--- src/sisr_pkg.sv ---
/*
  shared constants, enumerations and carriers of the switch input status
  register bank: register indexes, byte addresses, reset values, zone codes
  and axi4-lite response codes.
  assumes one 32-bit axi4-lite register bus and one 100 mhz clock.
*/
package sisr_pkg;

  // sizes of the monitored input set
  localparam int unsigned NUM_IN     = 24;  // switch inputs 0 to 23
  localparam int unsigned NUM_SINGLE = 12;  // one-threshold adc inputs 0-11
  localparam int unsigned NUM_ZONE   = 6;   // two-threshold adc inputs 12-17
  localparam int unsigned ZONE_W     = 2;   // width of one zone code
  localparam int unsigned ADC_MODE_W = NUM_SINGLE + NUM_ZONE;
  localparam int unsigned AXI_ADDR_W = 8;   // byte address width
  localparam int unsigned AXI_DATA_W = 32;  // bus data width
  localparam int unsigned IDX_W      = 6;   // register index width

  // register indexes, byte address is four times the index
  localparam logic [IDX_W-1:0] COMP_IDX = 6'h05;  // comparator status
  localparam logic [IDX_W-1:0] ADC0_IDX = 6'h06;  // adc status, low half
  localparam logic [IDX_W-1:0] CTRL_IDX = 6'h10;  // update enables
  localparam logic [AXI_ADDR_W-1:0] COMP_ADDR = {COMP_IDX, 2'b00};
  localparam logic [AXI_ADDR_W-1:0] ADC0_ADDR = {ADC0_IDX, 2'b00};
  localparam logic [AXI_ADDR_W-1:0] CTRL_ADDR = {CTRL_IDX, 2'b00};

  // values after reset
  localparam logic [NUM_IN-1:0] STAT_RST = 24'h000000;  // both status regs
  localparam logic [1:0]        CTRL_RST = 2'h3;        // updates enabled

  // control register field positions
  localparam int unsigned CTRL_COMP_EN = 0;  // comparator updates allowed
  localparam int unsigned CTRL_ADC_EN  = 1;  // adc updates allowed

  // zone codes of the two-threshold inputs, code 3 is never made
  localparam logic [ZONE_W-1:0] ZONE_LOW  = 2'h0;  // below lower threshold
  localparam logic [ZONE_W-1:0] ZONE_MID  = 2'h1;  // between the two
  localparam logic [ZONE_W-1:0] ZONE_HIGH = 2'h2;  // at or above upper
  localparam logic [ZONE_W-1:0] ZONE_NONE = 2'h3;  // unused code

  // axi4-lite response codes
  localparam logic [1:0] RESP_OKAY   = 2'h0;
  localparam logic [1:0] RESP_SLVERR = 2'h2;
  localparam logic [1:0] RESP_DECERR = 2'h3;

  // register selected by an address
  typedef enum logic [1:0] {
    SISR_SEL_NONE = 2'h0,
    SISR_SEL_COMP = 2'h1,
    SISR_SEL_ADC0 = 2'h2,
    SISR_SEL_CTRL = 2'h3
  } sisr_sel_e;

  // write channel states, gray along idle-half-resp, resp-idle flips both bits
  typedef enum logic [1:0] {
    SISR_WR_IDLE = 2'b00,
    SISR_WR_ADDR = 2'b01,
    SISR_WR_RESP = 2'b11,
    SISR_WR_DATA = 2'b10
  } sisr_wr_e;

  // read channel states
  typedef enum logic {
    SISR_RD_IDLE = 1'b0,
    SISR_RD_RESP = 1'b1
  } sisr_rd_e;

  // comparator results delivered by the detection logic
  typedef struct packed {
    logic              valid;  // one-cycle strobe, new sample
    logic [NUM_IN-1:0] above;  // 1 = input above comparator threshold
    logic [NUM_IN-1:0] mode;   // 1 = input set to comparator sensing
  } sisr_comp_in_s;

  // adc threshold results delivered by the detection logic
  typedef struct packed {
    logic                  valid;                     // new sample strobe
    logic [NUM_SINGLE-1:0] adc_single_threshold_bit;  // inputs 0-11
    logic [NUM_ZONE-1:0]   above_lower;               // inputs 12-17
    logic [NUM_ZONE-1:0]   above_upper;               // inputs 12-17
    logic [ADC_MODE_W-1:0] mode;                      // 1 = adc sensing
  } sisr_adc_in_s;

endpackage

--- src/sisr_zone_enc.sv ---
/*
  encoder of two-threshold results into two-bit zone codes.
  assumes both compare flags come from the same sample on the same clock.
*/
`timescale 1ns/1ns
`default_nettype none
module sisr_zone_enc #(
  parameter int unsigned N = sisr_pkg::NUM_ZONE  // inputs encoded
) (
  input  wire logic [N-1:0]                   above_lower,
  input  wire logic [N-1:0]                   above_upper,
  output var  logic [N*sisr_pkg::ZONE_W-1:0]  adc_zone_code
);
  import sisr_pkg::*;

  // one encoder per input, field k sits at bits 2k+1:2k
  for (genvar k = 0; k < N; k++) begin : g_zone
    // upper wins, so a missing lower flag still gives high, never 3
    always_comb begin
      if (above_upper[k]) begin
        adc_zone_code[k*ZONE_W +: ZONE_W] = ZONE_HIGH;
      end else if (above_lower[k]) begin
        adc_zone_code[k*ZONE_W +: ZONE_W] = ZONE_MID;
      end else begin
        adc_zone_code[k*ZONE_W +: ZONE_W] = ZONE_LOW;
      end
    end
  end

endmodule // sisr_zone_enc
`default_nettype wire

--- src/sisr_status_reg.sv ---
/*
  one read-only status register: takes a masked sample on an update strobe
  and holds it otherwise.
  assumes the strobe and the sample come from logic on the same clock.
*/
`timescale 1ns/1ns
`default_nettype none
module sisr_status_reg #(
  parameter int unsigned W = sisr_pkg::NUM_IN  // register width
) (
  input  wire logic         aclk,
  input  wire logic         aresetn,
  input  wire logic         upd,    // new sample strobe
  input  wire logic [W-1:0] mask,   // 1 = field holds a meaningful result
  input  wire logic [W-1:0] din,    // sampled results
  output var  logic [W-1:0] q       // register contents
);
  import sisr_pkg::*;

  // whole state of the register
  typedef struct packed {
    logic [W-1:0] val;  // held results
  } sisr_sreg_s;

  sisr_sreg_s st_q;  // registered state
  sisr_sreg_s st_d;  // next state

  // load only on a sample, fields of other modes read as zero
  always_comb begin
    st_d = st_q;
    if (upd) begin
      st_d.val = din & mask;
    end
  end

  // synchronous reset to all zeros
  always_ff @(posedge aclk) begin
    if (!aresetn) begin
      st_q.val <= W'(STAT_RST);
    end else begin
      st_q <= st_d;
    end
  end

  assign q = st_q.val;

endmodule // sisr_status_reg
`default_nettype wire

--- src/sisr_top.sv ---
/*
  switch input status register bank: comparator and low adc status
  registers behind an axi4-lite slave, plus a control register that gates
  updates.
  assumes detection results arrive on aclk with a one-cycle valid strobe,
  and an axi4-lite master that keeps to one write and one read at a time.
*/
// The AXI4-Lite register port was chosen for this implementation.
`timescale 1ns/1ns
`default_nettype none

// What this block does
// - one comparator bit per input, bit = input
// - comparator bit 1 above threshold, 0 below
// - fields valid only for their sensing mode
// - adc inputs 0-11 one bit, above sets
// - inputs 12-17 report a two-bit zone code
// - zone 0 low, 1 between, 2 high, never 3
// - zones packed downward, input 17 at 23-22
// - input 12 zone at bits 13-12
// - comparator status at index 5, read-only, reset 0
// - adc status at index 6, read-only, reset 0
module sisr_top (
  input  wire logic                                aclk,
  input  wire logic                                aresetn,
  // detection results
  input  wire sisr_pkg::sisr_comp_in_s             comp_in,
  input  wire sisr_pkg::sisr_adc_in_s              adc_in,
  // axi4-lite write address
  input  wire logic                                s_axi_awvalid,
  output var  logic                                s_axi_awready,
  input  wire logic [sisr_pkg::AXI_ADDR_W-1:0]     s_axi_awaddr,
  input  wire logic [2:0]                          s_axi_awprot,
  // axi4-lite write data
  input  wire logic                                s_axi_wvalid,
  output var  logic                                s_axi_wready,
  input  wire logic [sisr_pkg::AXI_DATA_W-1:0]     s_axi_wdata,
  input  wire logic [3:0]                          s_axi_wstrb,
  // axi4-lite write response
  output var  logic                                s_axi_bvalid,
  input  wire logic                                s_axi_bready,
  output var  logic [1:0]                          s_axi_bresp,
  // axi4-lite read address
  input  wire logic                                s_axi_arvalid,
  output var  logic                                s_axi_arready,
  input  wire logic [sisr_pkg::AXI_ADDR_W-1:0]     s_axi_araddr,
  input  wire logic [2:0]                          s_axi_arprot,
  // axi4-lite read data
  output var  logic                                s_axi_rvalid,
  input  wire logic                                s_axi_rready,
  output var  logic [sisr_pkg::AXI_DATA_W-1:0]     s_axi_rdata,
  output var  logic [1:0]                          s_axi_rresp
);
  import sisr_pkg::*;

  // whole bus-side state of the block
  typedef struct packed {
    sisr_wr_e              wr_st;    // write channel state
    logic [AXI_ADDR_W-1:0] wr_addr;  // held write address
    logic [7:0]            wr_byte;  // held low data byte
    logic                  wr_be;    // held strobe of the low byte
    logic                  awready;  // write address ready
    logic                  wready;   // write data ready
    logic                  bvalid;   // write response valid
    logic [1:0]            bresp;    // write response code
    sisr_rd_e              rd_st;    // read channel state
    logic                  arready;  // read address ready
    logic                  rvalid;   // read data valid
    logic [1:0]            rresp;    // read response code
    logic [AXI_DATA_W-1:0] rdata;    // read data
    logic [1:0]            ctrl;     // update enables
  } sisr_bus_s;

  sisr_bus_s st_q;  // registered state
  sisr_bus_s st_d;  // next state

  logic [NUM_IN-1:0]          comp_q;     // comparator status contents
  logic [NUM_IN-1:0]          adc0_q;     // adc status contents
  logic [NUM_ZONE*ZONE_W-1:0] zone_code;  // encoded zones, inputs 12-17
  logic [NUM_IN-1:0]          adc0_din;   // packed adc sample
  logic [NUM_IN-1:0]          adc0_mask;  // adc fields in adc mode
  logic                       comp_upd;   // comparator sample accepted
  logic                       adc_upd;    // adc sample accepted
  logic                       aw_hs;      // write address taken
  logic                       w_hs;       // write data taken
  logic                       ar_hs;      // read address taken

  // map a byte address onto a register, low two bits ignored
  function automatic sisr_sel_e decode(input logic [AXI_ADDR_W-1:0] a);
    logic [IDX_W-1:0] idx;
    idx = a[AXI_ADDR_W-1:2];
    unique case (idx)
      COMP_IDX: decode = SISR_SEL_COMP;
      ADC0_IDX: decode = SISR_SEL_ADC0;
      CTRL_IDX: decode = SISR_SEL_CTRL;
      default:  decode = SISR_SEL_NONE;
    endcase
  endfunction

  // widen the per-input adc mode bits to cover each two-bit zone
  function automatic logic [NUM_IN-1:0] adc_mask(
    input logic [ADC_MODE_W-1:0] m
  );
    logic [NUM_IN-1:0] r;
    r = '0;
    r[NUM_SINGLE-1:0] = m[NUM_SINGLE-1:0];
    for (int k = 0; k < NUM_ZONE; k++) begin
      r[NUM_SINGLE + k*ZONE_W +: ZONE_W] = {ZONE_W{m[NUM_SINGLE + k]}};
    end
    return r;
  endfunction

  // samples are taken only while software leaves updates enabled
  assign comp_upd = comp_in.valid & st_q.ctrl[CTRL_COMP_EN];
  assign adc_upd  = adc_in.valid & st_q.ctrl[CTRL_ADC_EN];

  // zone codes for the two-threshold inputs
  sisr_zone_enc #(
    .N             (NUM_ZONE)
  ) u_zone_enc (
    .above_lower   (adc_in.above_lower),
    .above_upper   (adc_in.above_upper),
    .adc_zone_code (zone_code)
  );

  // zones above the single bits: input 12 lands at 13-12, 17 at 23-22
  assign adc0_din  = {zone_code,
                      adc_in.adc_single_threshold_bit};
  assign adc0_mask = adc_mask(adc_in.mode);

  // comparator status, bit n is input n
  sisr_status_reg #(
    .W       (NUM_IN)
  ) u_comp_reg (
    .aclk    (aclk),
    .aresetn (aresetn),
    .upd     (comp_upd),
    .mask    (comp_in.mode),
    .din     (comp_in.above),
    .q       (comp_q)
  );

  // adc status, low half
  sisr_status_reg #(
    .W       (NUM_IN)
  ) u_adc0_reg (
    .aclk    (aclk),
    .aresetn (aresetn),
    .upd     (adc_upd),
    .mask    (adc0_mask),
    .din     (adc0_din),
    .q       (adc0_q)
  );

  // handshakes against the registered readies
  assign aw_hs = s_axi_awvalid & st_q.awready;
  assign w_hs  = s_axi_wvalid & st_q.wready;
  assign ar_hs = s_axi_arvalid & st_q.arready;

  // bus slave next state: write path, read path, then readies
  always_comb begin
    logic [AXI_ADDR_W-1:0] waddr;   // address of the completing write
    logic [7:0]            wbyte;   // low byte of the completing write
    logic                  wbe;     // its byte strobe
    logic                  commit;  // both halves of a write are in
    waddr  = aw_hs ? s_axi_awaddr : st_q.wr_addr;
    wbyte  = w_hs ? s_axi_wdata[7:0] : st_q.wr_byte;
    wbe    = w_hs ? s_axi_wstrb[0] : st_q.wr_be;
    commit = 1'b0;
    st_d   = st_q;
    // write channel, address and data accepted in either order
    unique case (st_q.wr_st)
      SISR_WR_IDLE: begin
        if (aw_hs && w_hs) begin
          commit = 1'b1;
        end else if (aw_hs) begin
          st_d.wr_st = SISR_WR_ADDR;
        end else if (w_hs) begin
          st_d.wr_st = SISR_WR_DATA;
        end
      end
      SISR_WR_ADDR: begin
        commit = w_hs;
      end
      SISR_WR_DATA: begin
        commit = aw_hs;
      end
      SISR_WR_RESP: begin
        // response leaves when the master takes it
        if (s_axi_bready) begin
          st_d.wr_st = SISR_WR_IDLE;
        end
      end
    endcase
    // hold what arrived early
    if (aw_hs) begin
      st_d.wr_addr = s_axi_awaddr;
    end
    if (w_hs) begin
      st_d.wr_byte = s_axi_wdata[7:0];
      st_d.wr_be   = s_axi_wstrb[0];
    end
    // a complete write acts and raises its response
    if (commit) begin
      st_d.wr_st = SISR_WR_RESP;
      unique case (decode(waddr))
        SISR_SEL_CTRL: begin
          st_d.bresp = RESP_OKAY;
          if (wbe) begin
            st_d.ctrl = wbyte[1:0];
          end
        end
        // status registers ignore writes and report it
        SISR_SEL_COMP, SISR_SEL_ADC0: begin
          st_d.bresp = RESP_SLVERR;
        end
        SISR_SEL_NONE: begin
          st_d.bresp = RESP_DECERR;
        end
      endcase
    end
    // read channel, data returned the cycle after the address
    unique case (st_q.rd_st)
      SISR_RD_IDLE: begin
        if (ar_hs) begin
          st_d.rd_st = SISR_RD_RESP;
          st_d.rresp = RESP_OKAY;
          unique case (decode(s_axi_araddr))
            SISR_SEL_COMP: begin
              st_d.rdata = AXI_DATA_W'(comp_q);
            end
            SISR_SEL_ADC0: begin
              st_d.rdata = AXI_DATA_W'(adc0_q);
            end
            SISR_SEL_CTRL: begin
              st_d.rdata = AXI_DATA_W'(st_q.ctrl);
            end
            SISR_SEL_NONE: begin
              st_d.rdata = '0;
              st_d.rresp = RESP_DECERR;
            end
          endcase
        end
      end
      SISR_RD_RESP: begin
        // the read has no side effect on any register
        if (s_axi_rready) begin
          st_d.rd_st = SISR_RD_IDLE;
        end
      end
    endcase
    // readies and valids follow the next state
    st_d.awready = (st_d.wr_st == SISR_WR_IDLE) ||
                   (st_d.wr_st == SISR_WR_DATA);
    st_d.wready  = (st_d.wr_st == SISR_WR_IDLE) ||
                   (st_d.wr_st == SISR_WR_ADDR);
    st_d.bvalid  = (st_d.wr_st == SISR_WR_RESP);
    st_d.arready = (st_d.rd_st == SISR_RD_IDLE);
    st_d.rvalid  = (st_d.rd_st == SISR_RD_RESP);
  end

  // synchronous reset, then register the next state
  always_ff @(posedge aclk) begin
    if (!aresetn) begin
      st_q.wr_st   <= SISR_WR_IDLE;
      st_q.wr_addr <= '0;
      st_q.wr_byte <= '0;
      st_q.wr_be   <= 1'b0;
      st_q.awready <= 1'b0;
      st_q.wready  <= 1'b0;
      st_q.bvalid  <= 1'b0;
      st_q.bresp   <= RESP_OKAY;
      st_q.rd_st   <= SISR_RD_IDLE;
      st_q.arready <= 1'b0;
      st_q.rvalid  <= 1'b0;
      st_q.rresp   <= RESP_OKAY;
      st_q.rdata   <= '0;
      st_q.ctrl    <= CTRL_RST;
    end else begin
      st_q <= st_d;
    end
  end

  // outputs straight from the state flops
  assign s_axi_awready = st_q.awready;
  assign s_axi_wready  = st_q.wready;
  assign s_axi_bvalid  = st_q.bvalid;
  assign s_axi_bresp   = st_q.bresp;
  assign s_axi_arready = st_q.arready;
  assign s_axi_rvalid  = st_q.rvalid;
  assign s_axi_rresp   = st_q.rresp;
  assign s_axi_rdata   = st_q.rdata;
endmodule // sisr_top
`default_nettype wire

--- config.mk ---
export PLATFORM = sky130hd
export DESIGN_NAME = sisr_top
export DESIGN_NICKNAME = d
export VERILOG_FILES = /design/src/sisr_pkg.sv /design/src/sisr_zone_enc.sv /design/src/sisr_status_reg.sv /design/src/sisr_top.sv
export SDC_FILE = /design/constraint.sdc
export NUM_CORES = 1
export LEC_CHECK = 0
export ABC_AREA = 1
export ABC_CLOCK_PERIOD_IN_PS = 1600
export CORE_ASPECT_RATIO = 2
export CORE_MARGIN = 3
export CORE_UTILIZATION = 43
export DETAILED_ROUTE_END_ITERATION = 8
export DONT_BUFFER_PORTS = 1
export SYNTH_ARGS = -nofsm -noshare
export SYNTH_HDL_FRONTEND = slang
export SYNTH_SLANG_ARGS = --single-unit
--- constraint.sdc ---
create_clock -name aclk -period 1.6 [get_ports aclk]
set_clock_uncertainty 0.15 [all_clocks]
set_input_delay 0.08 -clock aclk [delete_from_list [all_inputs] [get_ports aclk]]
set_output_delay 0.08 -clock aclk [all_outputs]
set_load 0.005 [all_outputs]
# Word-level counts from Yosys, hierarchy flattened
# Index checks and enable logic that the tools add are counted.
[word_totals]
rom_bits = 0
memories = 0
ram_bits = 0
word_cells = 87
inputBits = 157
out_inout_bits = 41
register_bits = 104
latchBits = 0
[op_classes]
bitwise = 9
reduce_logical = 10
n_addsub = 0
div = 0
shifts = 0
muxes = 34
magnitude_cmp = 0
mul = 0
n_eq_ne = 18
[ops]
columns = ["op", "count"]
rows = [
  ["case mux 32 bit (4 select lines)", 1],
  ["AND 24 bit", 2],
  ["two-way mux 2 bit", 16],
  ["equality test 6 x 3 -> 1 bit, second input constant", 4],
  ["case mux 2 bit (3 select lines)", 3],
  ["equality test 2 bit, second input constant", 8],
  ["equality test 6 x 5 -> 1 bit, second input constant", 2],
  ["two-way mux 1 bit", 10],
  ["equality test 2 x 1 -> 1 bit, second input constant", 4],
  ["zero test 2 bit", 4],
  ["two-way mux 8 bit", 1],
  ["AND 1 bit", 5],
  ["case mux 2 bit (2 select lines)", 1],
  ["case mux 1 bit (3 select lines)", 1],
  ["AND reduction 3 bit", 1],
  ["logical OR 1 bit", 2],
  ["NOT 1 bit", 2],
  ["case mux 1 bit (2 select lines)", 1],
  ["AND reduction 2 bit", 1],
  ["OR reduction 2 bit", 1],
  ["logical AND 1 bit", 1],
]

# Longest topological paths before layout
# Gate-level depths: netlist (run 1).
[logic_depth]
depth_word = 8
mapped_depth = 11

# Hierarchy
# A second synthesis (run 1) with hierarchy kept.
[hier_totals]
cells_unflattened = 647
hier_area_um2 = 4605.7
[by_module_without_submodules]
columns = ["mod", "seq_area_each_um2", "instances", "area_per_inst_um2", "cells_per_inst"]
rows = [
  ["sisr_top", 900.9, 1, 2701.3, 423],
  ["sisr_status_reg", 480.5, 2, 899.6, 103],
  ["sisr_zone_enc", 0.0, 1, 105.1, 18],
]

# Worst setup path after synthesis (run 1)
# OpenSTA, ideal clock, no wires.
[synth_path]
path_kind = "reg-to-reg"
start = "register st_q[61] (netlist bit)"
end = "register st_q, in the netlist s_axi_bvalid"
setup_ns = 0.073
n_path_buf = 0
path_slack_ns = 0.147
stages_incl_launch_ff = 10
required_ns = 1.377
t_arrival_ns = 1.230
path_cell_list = "dfxtp_1 inv_1 ha_1 inv_1 nand2_1 o21ai_0 nand2_1 nand2_2 inv_2 nor3_2"
[synth_via]
elab_chain_len = 6
[synth_rtl]
columns = ["item", "line", "rtl"]
rows = [
  ["start, declared", "sisr_top.sv:74", "sisr_bus_s st_q;"],
  ["start signal, assigned", "sisr_top.sv:280", "st_q <= st_d;"],
  ["two-way mux 2 bit", "sisr_top.sv:178", "end else if (w_hs) begin"],
  ["two-way mux 2 bit", "sisr_top.sv:176", "end else if (aw_hs) begin"],
  ["two-way mux 2 bit", "sisr_top.sv:174", "if (aw_hs && w_hs) begin"],
  ["case mux 2 bit (2 select lines)", "sisr_top.sv:172", "unique case (st_q.wr_st)"],
  ["two-way mux 2 bit (*)", "sisr_top.sv:204", "if (commit) begin"],
  ["equality test 2 bit (*)", "sisr_top.sv:257", "st_d.bvalid = (st_d.wr_st == SISR_WR_RESP);"],
]
# Mark *: on every way between the ends. The rest lies on a longest branch, timed or not.
# A chain may end at the register's enable or synchronous reset.

# Worst setup path in the final report (run 1)
[layout_path]
start = "register st_q, in the netlist s_axi_awready"
end = "register st_q[59] (netlist bit)"
[layout_via]
elab_chain_len = 2
[layout_rtl]
columns = ["item", "line", "rtl"]
rows = [
  ["AND 1 bit", "sisr_top.sv:156", "assign aw_hs = s_axi_awvalid & st_q.awready;"],
  ["two-way mux 8 bit", "n/a", ""],
]
# No other way between the ends.

==> reports/results.tsv, run 1 <==
metric	value	unit
Power Dens Cells	1040	nW/um2
area grow syn2layout	31.7	%
sequential-to-total area share from yosys stat	0.420	
layout cells sized above 1	0.103	
CTS tree	done	
Synth top area share	0.420	
postcts setup bufs	0	
DP HPWL	8.11	mm
Avg Inst Size Synth	6.98	um2
Placement Cell Area	4360	um2
Initial DRT Pass Iterations	4	
synthesized instance count	635	
1st-iter DRT viols	281	
synthesized cell area	4430	um2
final max-slew violation count	0	
R2R depth	5	
Initial Util	0.448	
met2 Use GR	0.411	
Total Power	6.08	mW
# DRC	0	
GRT busiest layer	met2	
Hold Worst Slack	-0.0465	ns
first-pass GRT wire length	20.6	mm
Final Hold Fails	3	
initial antenna violation count	0	
post-DR vias/cell	5.01	
final instance area	5840	um2
Crit Path Max Fanout	12	
drt wl/cell	15.6	um
Arrival @ worst endpoint	1.62	ns
die width	77.8	um
Max H-tree Level	3	
fin crit period	1.54	ns
RSZ-0062 raised after global routing	yes	
synthesized flop and latch total	93	
met1 Use GR	0.218	
Nets	875	
worst hold path class	primary input to flop	
Die Y	150	um
Core Area	9890	um2
worst skew pair latency	0.33	ns
WHS Endpoint	s_axi_rdata[0]	
reg2reg end	st_q[59]	
outcome	complete, but fails checks	
Max-Cap Viols	0	
Overflow after GRT	0	
failing checks	negative hold slack	
final WL	13.3	mm
Crit Path Category	flop to flop	
Reg clk slew, reported paths	0.06	ns
WP data required	1.67	ns
Filler Cell Count	911	
vias in the first global route	4362	
clk buf depth	2	
static leakage	2.53	nW
GR Util All Layers	0.228	
Reg2Reg Launch Point	s_axi_awready	
hold path depth	5	
RePlAce Congestion	0.752	
# setup viols final	0	
largest net degree at the start of global routing	51	
max frequency	647	MHz
IO Pins	198	
CP endpoint kind	flop	
synth top area cells	dfxtp_1 (42%), nand2_1 (13%), nand3_1 (9.7%)	
number of CTS-inserted buffers	9	
Port Buf Inserts	0	
Root Buffer	clkbuf_16	
routed vias	4280	
r2r setup slk	0.06	ns
row count	51	
startpoint types	flop	
routing usage on met3	0.0578	
peak supply drop	821	uV
synth warn	0	
die area	11600	um2
Tcrit/Tclk final	0.965	
Clock Sinks	93	
Antenna Nets Post-Route	0	
cell taking the most area after synthesis	dfxtp_1	
min-delay src	s_axi_araddr[3]	
distinct cell type count after synthesis	26	
## cells in the mapped netlist
| master | number |
|---|---|
| buf_4 | 40 |
| a21oi_1 | 48 |
| o21ai_1 | 2 |
| nor2_1 | 66 |
| nand2_2 | 14 |
| o211ai_1 | 1 |
| nor2_4 | 1 |
| buf_2 | 10 |
| o21ai_0 | 13 |
| buf_6 | 1 |
| inv_1 | 56 |
| a21o_1 | 6 |
| nand3_2 | 3 |
| dfxtp_1 | 93 |
| nor3_2 | 1 |
| inv_2 | 11 |
| nor2_2 | 3 |
| ha_1 | 4 |
| nand3b_1 | 6 |
| nor3_4 | 1 |
| nand4_1 | 2 |
| conb_1 | 1 |
| nand3_1 | 86 |
| nand2_1 | 150 |
| clkbuf_1 | 14 |
| or2_2 | 2 |
## registers in the layout, indices dropped and copies added, names as in the netlist, 2 cells and up
signal        count
s_axi_bresp       2
s_axi_rdata      24
st_q             13
u_adc0_reg.q     24
u_comp_reg.q     24
## critical path, cell delays in order, from the launching register on
cell and delay [ns]:
dfxtp_4 0.37, buf_8 0.14, nand3_1 0.10, nand2_2 0.09, dlygate4sd3_1 0.55, nor2_1 0.04
## placed cells by master, fill, tap and decap left out, types with 8 or more instances in the layout
cell	synthesis	routed
nand2_1	150	149
dlygate4sd3_1	0	113
dfxtp_1	93	89
nand3_1	86	85
nor2_1	66	66
inv_1	56	52
a21oi_1	48	48
inv_2	11	15
nand2_2	14	13
o21ai_0	13	12
clkbuf_16	0	9
conb_1	1	8
buf_4	40	8
## metrics by stage
step                hold WS [ns]  setup slack [ns]  instances  setup TNS [ns]   util
CTS                       -0.331           0.00968        842               0  0.576
detailed placement        0.0242           -0.0105        722         -0.0105  0.441
floorplan                 0.0907             0.147        642               0      -
global route            0.000190           -0.0230        851         -0.0537  0.590
finish                   -0.0465            0.0555        854               0  0.590
global placement          0.0208            0.0654        722               0  0.441
## repair_timing
item / in CTS / in global routing
setup endpoints to repair: 1 / 15
resized for setup: 1 / 18
pin swaps: 0 / 3
hold buffers: 104 / 10
hold endpoints to repair: 65 / 13
## worst max-delay path by stage
stage,from,end,slack (ns),cells after the start
after global routing,s_axi_awready,st_q[55],-0.02,5
after global placement,st_q[61],s_axi_bvalid,0.07,9
after floorplan,st_q[61],s_axi_bvalid,0.15,9
after CTS,s_axi_awready,st_q[0],0.01,10
after detailed placement,st_q[61],s_axi_bvalid,-0.01,9
final,s_axi_awready,st_q[59],0.06,5
## kinds of logic after synthesis
group / count (synthesis) / share of synthesized area
buffers and inverters: 132 / 0.150
adders and majority gates: 4 / 0.0113
DFF: 93 / 0.420
and+or+nand+nor: 335 / 0.335
other: 1 / 0.000846
AOI/OAI and AO/OA: 70 / 0.0830
## metal layers
| metal | wire length (um) | vias to the layer above |
|---|---|---|
| li1 | - | 2112 |
| met5 | 0 | - |
| met1 | 4650 | 1904 |
| met4 | 781 | 0 |
| met3 | 776 | 62 |
| met2 | 7120 | 202 |
## where the power goes
group	switching [mW]	total, mW	internal, mW	leakage, nW
Combinational	0.742	1.34	0.597	1.63
Clock	0.879	2.10	1.22	0.140
Sequential	0.130	2.65	2.52	0.763
## layout make-up
type                            instances  area, um2  area share
Inverter                               67        251      0.0431
Timing Repair Buffer                  126       1290       0.220
Multi-Input combinational cell        417       1970       0.337
Clock inverter                          5       60.1      0.0103
Tap cell                              132        165      0.0283
Antenna cell                            3       7.51     0.00129
Clock buffer                           11        233      0.0399
Sequential cell                        93       1870       0.320
Power figures use the tool's default switching activity.
==> run 2: changes to the inputs <==
Settings changed: SETUP_SLACK_MARGIN set to 0.4.
==> run 2 against run 1 <==
Against the previous run:
- the run still ends with negative hold slack left
- sequential power up 3%
- cell count up 0.59%
- via count up 4.2%
- wire length up 16%
- final area up 14%
- critical path type unchanged
- largest cell class unchanged
==> reports/results.tsv, run 2 (same netlist as run 1, synthesis figures left out) <==
metric	value	unit
outcome	complete, but fails checks	
failing checks	negative hold slack	
worst hold path class	primary input to flop	
Crit Path Max Fanout	3	
peak supply drop	818	uV
Post-Layout Cell Count	859	
clk buf depth	2	
Root Buffer	clkbuf_16	
CP max-delay cell	dfxtp_4	
CP Cell Sequence	inv_4, ha_4, inv_2, nand2_2, o21ai_2, nand2_2, nand2_4, inv_2, nor3_2	
CP endpoint kind	flop	
CP peak stage delay	0.38	ns
Reg2Reg Launch Point	st_q[62]	
number of CTS-inserted buffers	9	
Setup TNS	0	ns
max frequency	671	MHz
Critical path buffers and inverters	3	
Hold Worst Slack	-0.310	ns
drt wl/cell	18.0	um
Die Y	150	um
vias in the first global route	4367	
min-delay src	aresetn	
Port Buf Inserts	0	
initial antenna violation count	1	
Filler Cell Count	757	
Placement Cell Area	4390	um2
row count	51	
Max-Cap Viols	0	
Initial Util	0.448	
first-pass GRT wire length	22.1	mm
Antenna Nets Post-Route	0	
Total Power	6.71	mW
hold path depth	1	
reg2reg end	s_axi_bvalid	
DP HPWL	8.36	mm
final WL	15.5	mm
Final Hold Fails	23	
routed vias	4461	
WHS Endpoint	st_q[1]	
final max-slew violation count	0	
startpoint types	flop	
Tcrit/Tclk final	0.932	
area grow syn2layout	50.6	%
WP data required	1.70	ns
Reg clk slew, reported paths	0.06	ns
GR Util All Layers	0.246	
largest net degree at the start of global routing	43	
die width	77.8	um
met1 Use GR	0.238	
RSZ-0062 raised after global routing	yes	
Arrival @ worst endpoint	1.59	ns
most common cell after layout, fill and taps aside	nand2_1	
Max H-tree Level	3	
Clock Sinks	93	
met2 Use GR	0.457	
Overflow after GRT	0	
static leakage	2.78	nW
commonest non-fill, non-tap cells in the layout	nand2_1 (139), dlygate4sd3_1 (91), dfxtp_1 (85)	
post-DR vias/cell	5.19	
Crit Path Category	flop to flop	
GRT busiest layer	met2	
R2R depth	9	
Nets	882	
Top delay family on crit path	flip-flops	
IO Pins	198	
layout cells sized above 1	0.285	
final worst slack	0.109	ns
Initial DRT Pass Iterations	5	
final instance area	6680	um2
1st-iter DRT viols	176	
# setup viols final	0	
worst skew pair latency	0.33	ns
die area	11600	um2
fin crit period	1.49	ns
r2r setup slk	0.11	ns
DP Cell Count	725	
Core Area	9890	um2
Power Dens Cells	1010	nW/um2
pre-CTS WS	0.0693	ns
routing usage on met3	0.0494	
RePlAce Congestion	0.836	
# DRC	0	
CTS tree	done	
## run 2: changes by cell type in the layout (fill, tap and decap cells not counted), moves of 7 or more
cell	delta
nor2_4	+16
dlygate4sd3_1	-22
nand2_1	-10
nand3_1	-33
o21ai_2	+7
inv_1	-7
a21oi_1	-12
buf_6	+11
o21ai_0	-9
nor2_2	+10
nand3_2	+24
a21oi_2	+12
nor2_1	-26
nand3_4	+9
## run 2: final cells by class
cell class | instances | area [um2] | area share
timing repair buffer | 132 | 1490 | 0.224
multi-input combinational | 417 | 2520 | 0.377
sequential | 93 | 1890 | 0.283
timing repair inverter | 1 | 16.3 | 0.00244
clock buffer | 12 | 256 | 0.0384
inverter | 67 | 284 | 0.0425
clock inverter | 4 | 56.3 | 0.00843
antenna | 1 | 2.50 | 0.000375
tap | 132 | 165 | 0.0247
## run 2: routing by layer
layer | share of wire | vias up
met5 | 0 | -
met4 | 0.047 | 0
met3 | 0.053 | 45
met2 | 0.56 | 201
met1 | 0.34 | 2072
li1 | - | 2143
## run 2: worst register-to-register path: cells and delay by family (launching register included)
| kind | cells | cell delay, ns |
|---|---|---|
| flip-flops | 1 | 0.38 |
| AND/OR/NAND/NOR | 4 | 0.32 |
| adder cells (fa/ha/maj) | 1 | 0.24 |
| AO/OA/AOI/OAI | 1 | 0.19 |
| buffers and inverters | 3 | 0.15 |
## run 2: per-stage QoR
| stage | utilization | hold WS [ns] |
|---|---|---|
| 3_3_place_gp | 0.444 | 0.0176 |
| 5_1_grt | 0.675 | -0.318 |
| 6_report | 0.675 | -0.310 |
| 2_1_floorplan | - | 0.0907 |
| 4_1_cts | 0.621 | -0.331 |
| 3_5_place_dp | 0.444 | 0.0218 |
## run 2: repair_timing
| item | CTS | global route |
|---|---|---|
| cloned | 10 | 1 |
| resized for setup | 93 | 119 |
| hold endpoints to repair | 66 | 22 |
| pin swaps | 28 | 53 |
| setup endpoints to repair | 75 | 68 |
| setup buffers | 9 | 6 |
| hold buffers | 90 | 1 |
## run 2: where the power goes
part / leakage, nW / total (mW) / internal [mW] / switching [mW]
combinational: 1.86 / 1.81 / 0.828 / 0.983
clock: 0.153 / 2.19 / 1.31 / 0.882
sequential: 0.764 / 2.72 / 2.53 / 0.190
## run 2: how the worst max path moves through the flow
stage,startpoint,endpoint,slack [ns],depth (start not counted)
after detailed placement,s_axi_awready,st_q[0],0.07,10
after global placement,s_axi_awready,st_q[0],0.10,10
final,st_q[62],s_axi_bvalid,0.11,9
after floorplan,s_axi_awready,st_q[1],0.28,10
after CTS,st_q[62],s_axi_bvalid,0.17,9
after global routing,st_q[62],s_axi_bvalid,0.05,9
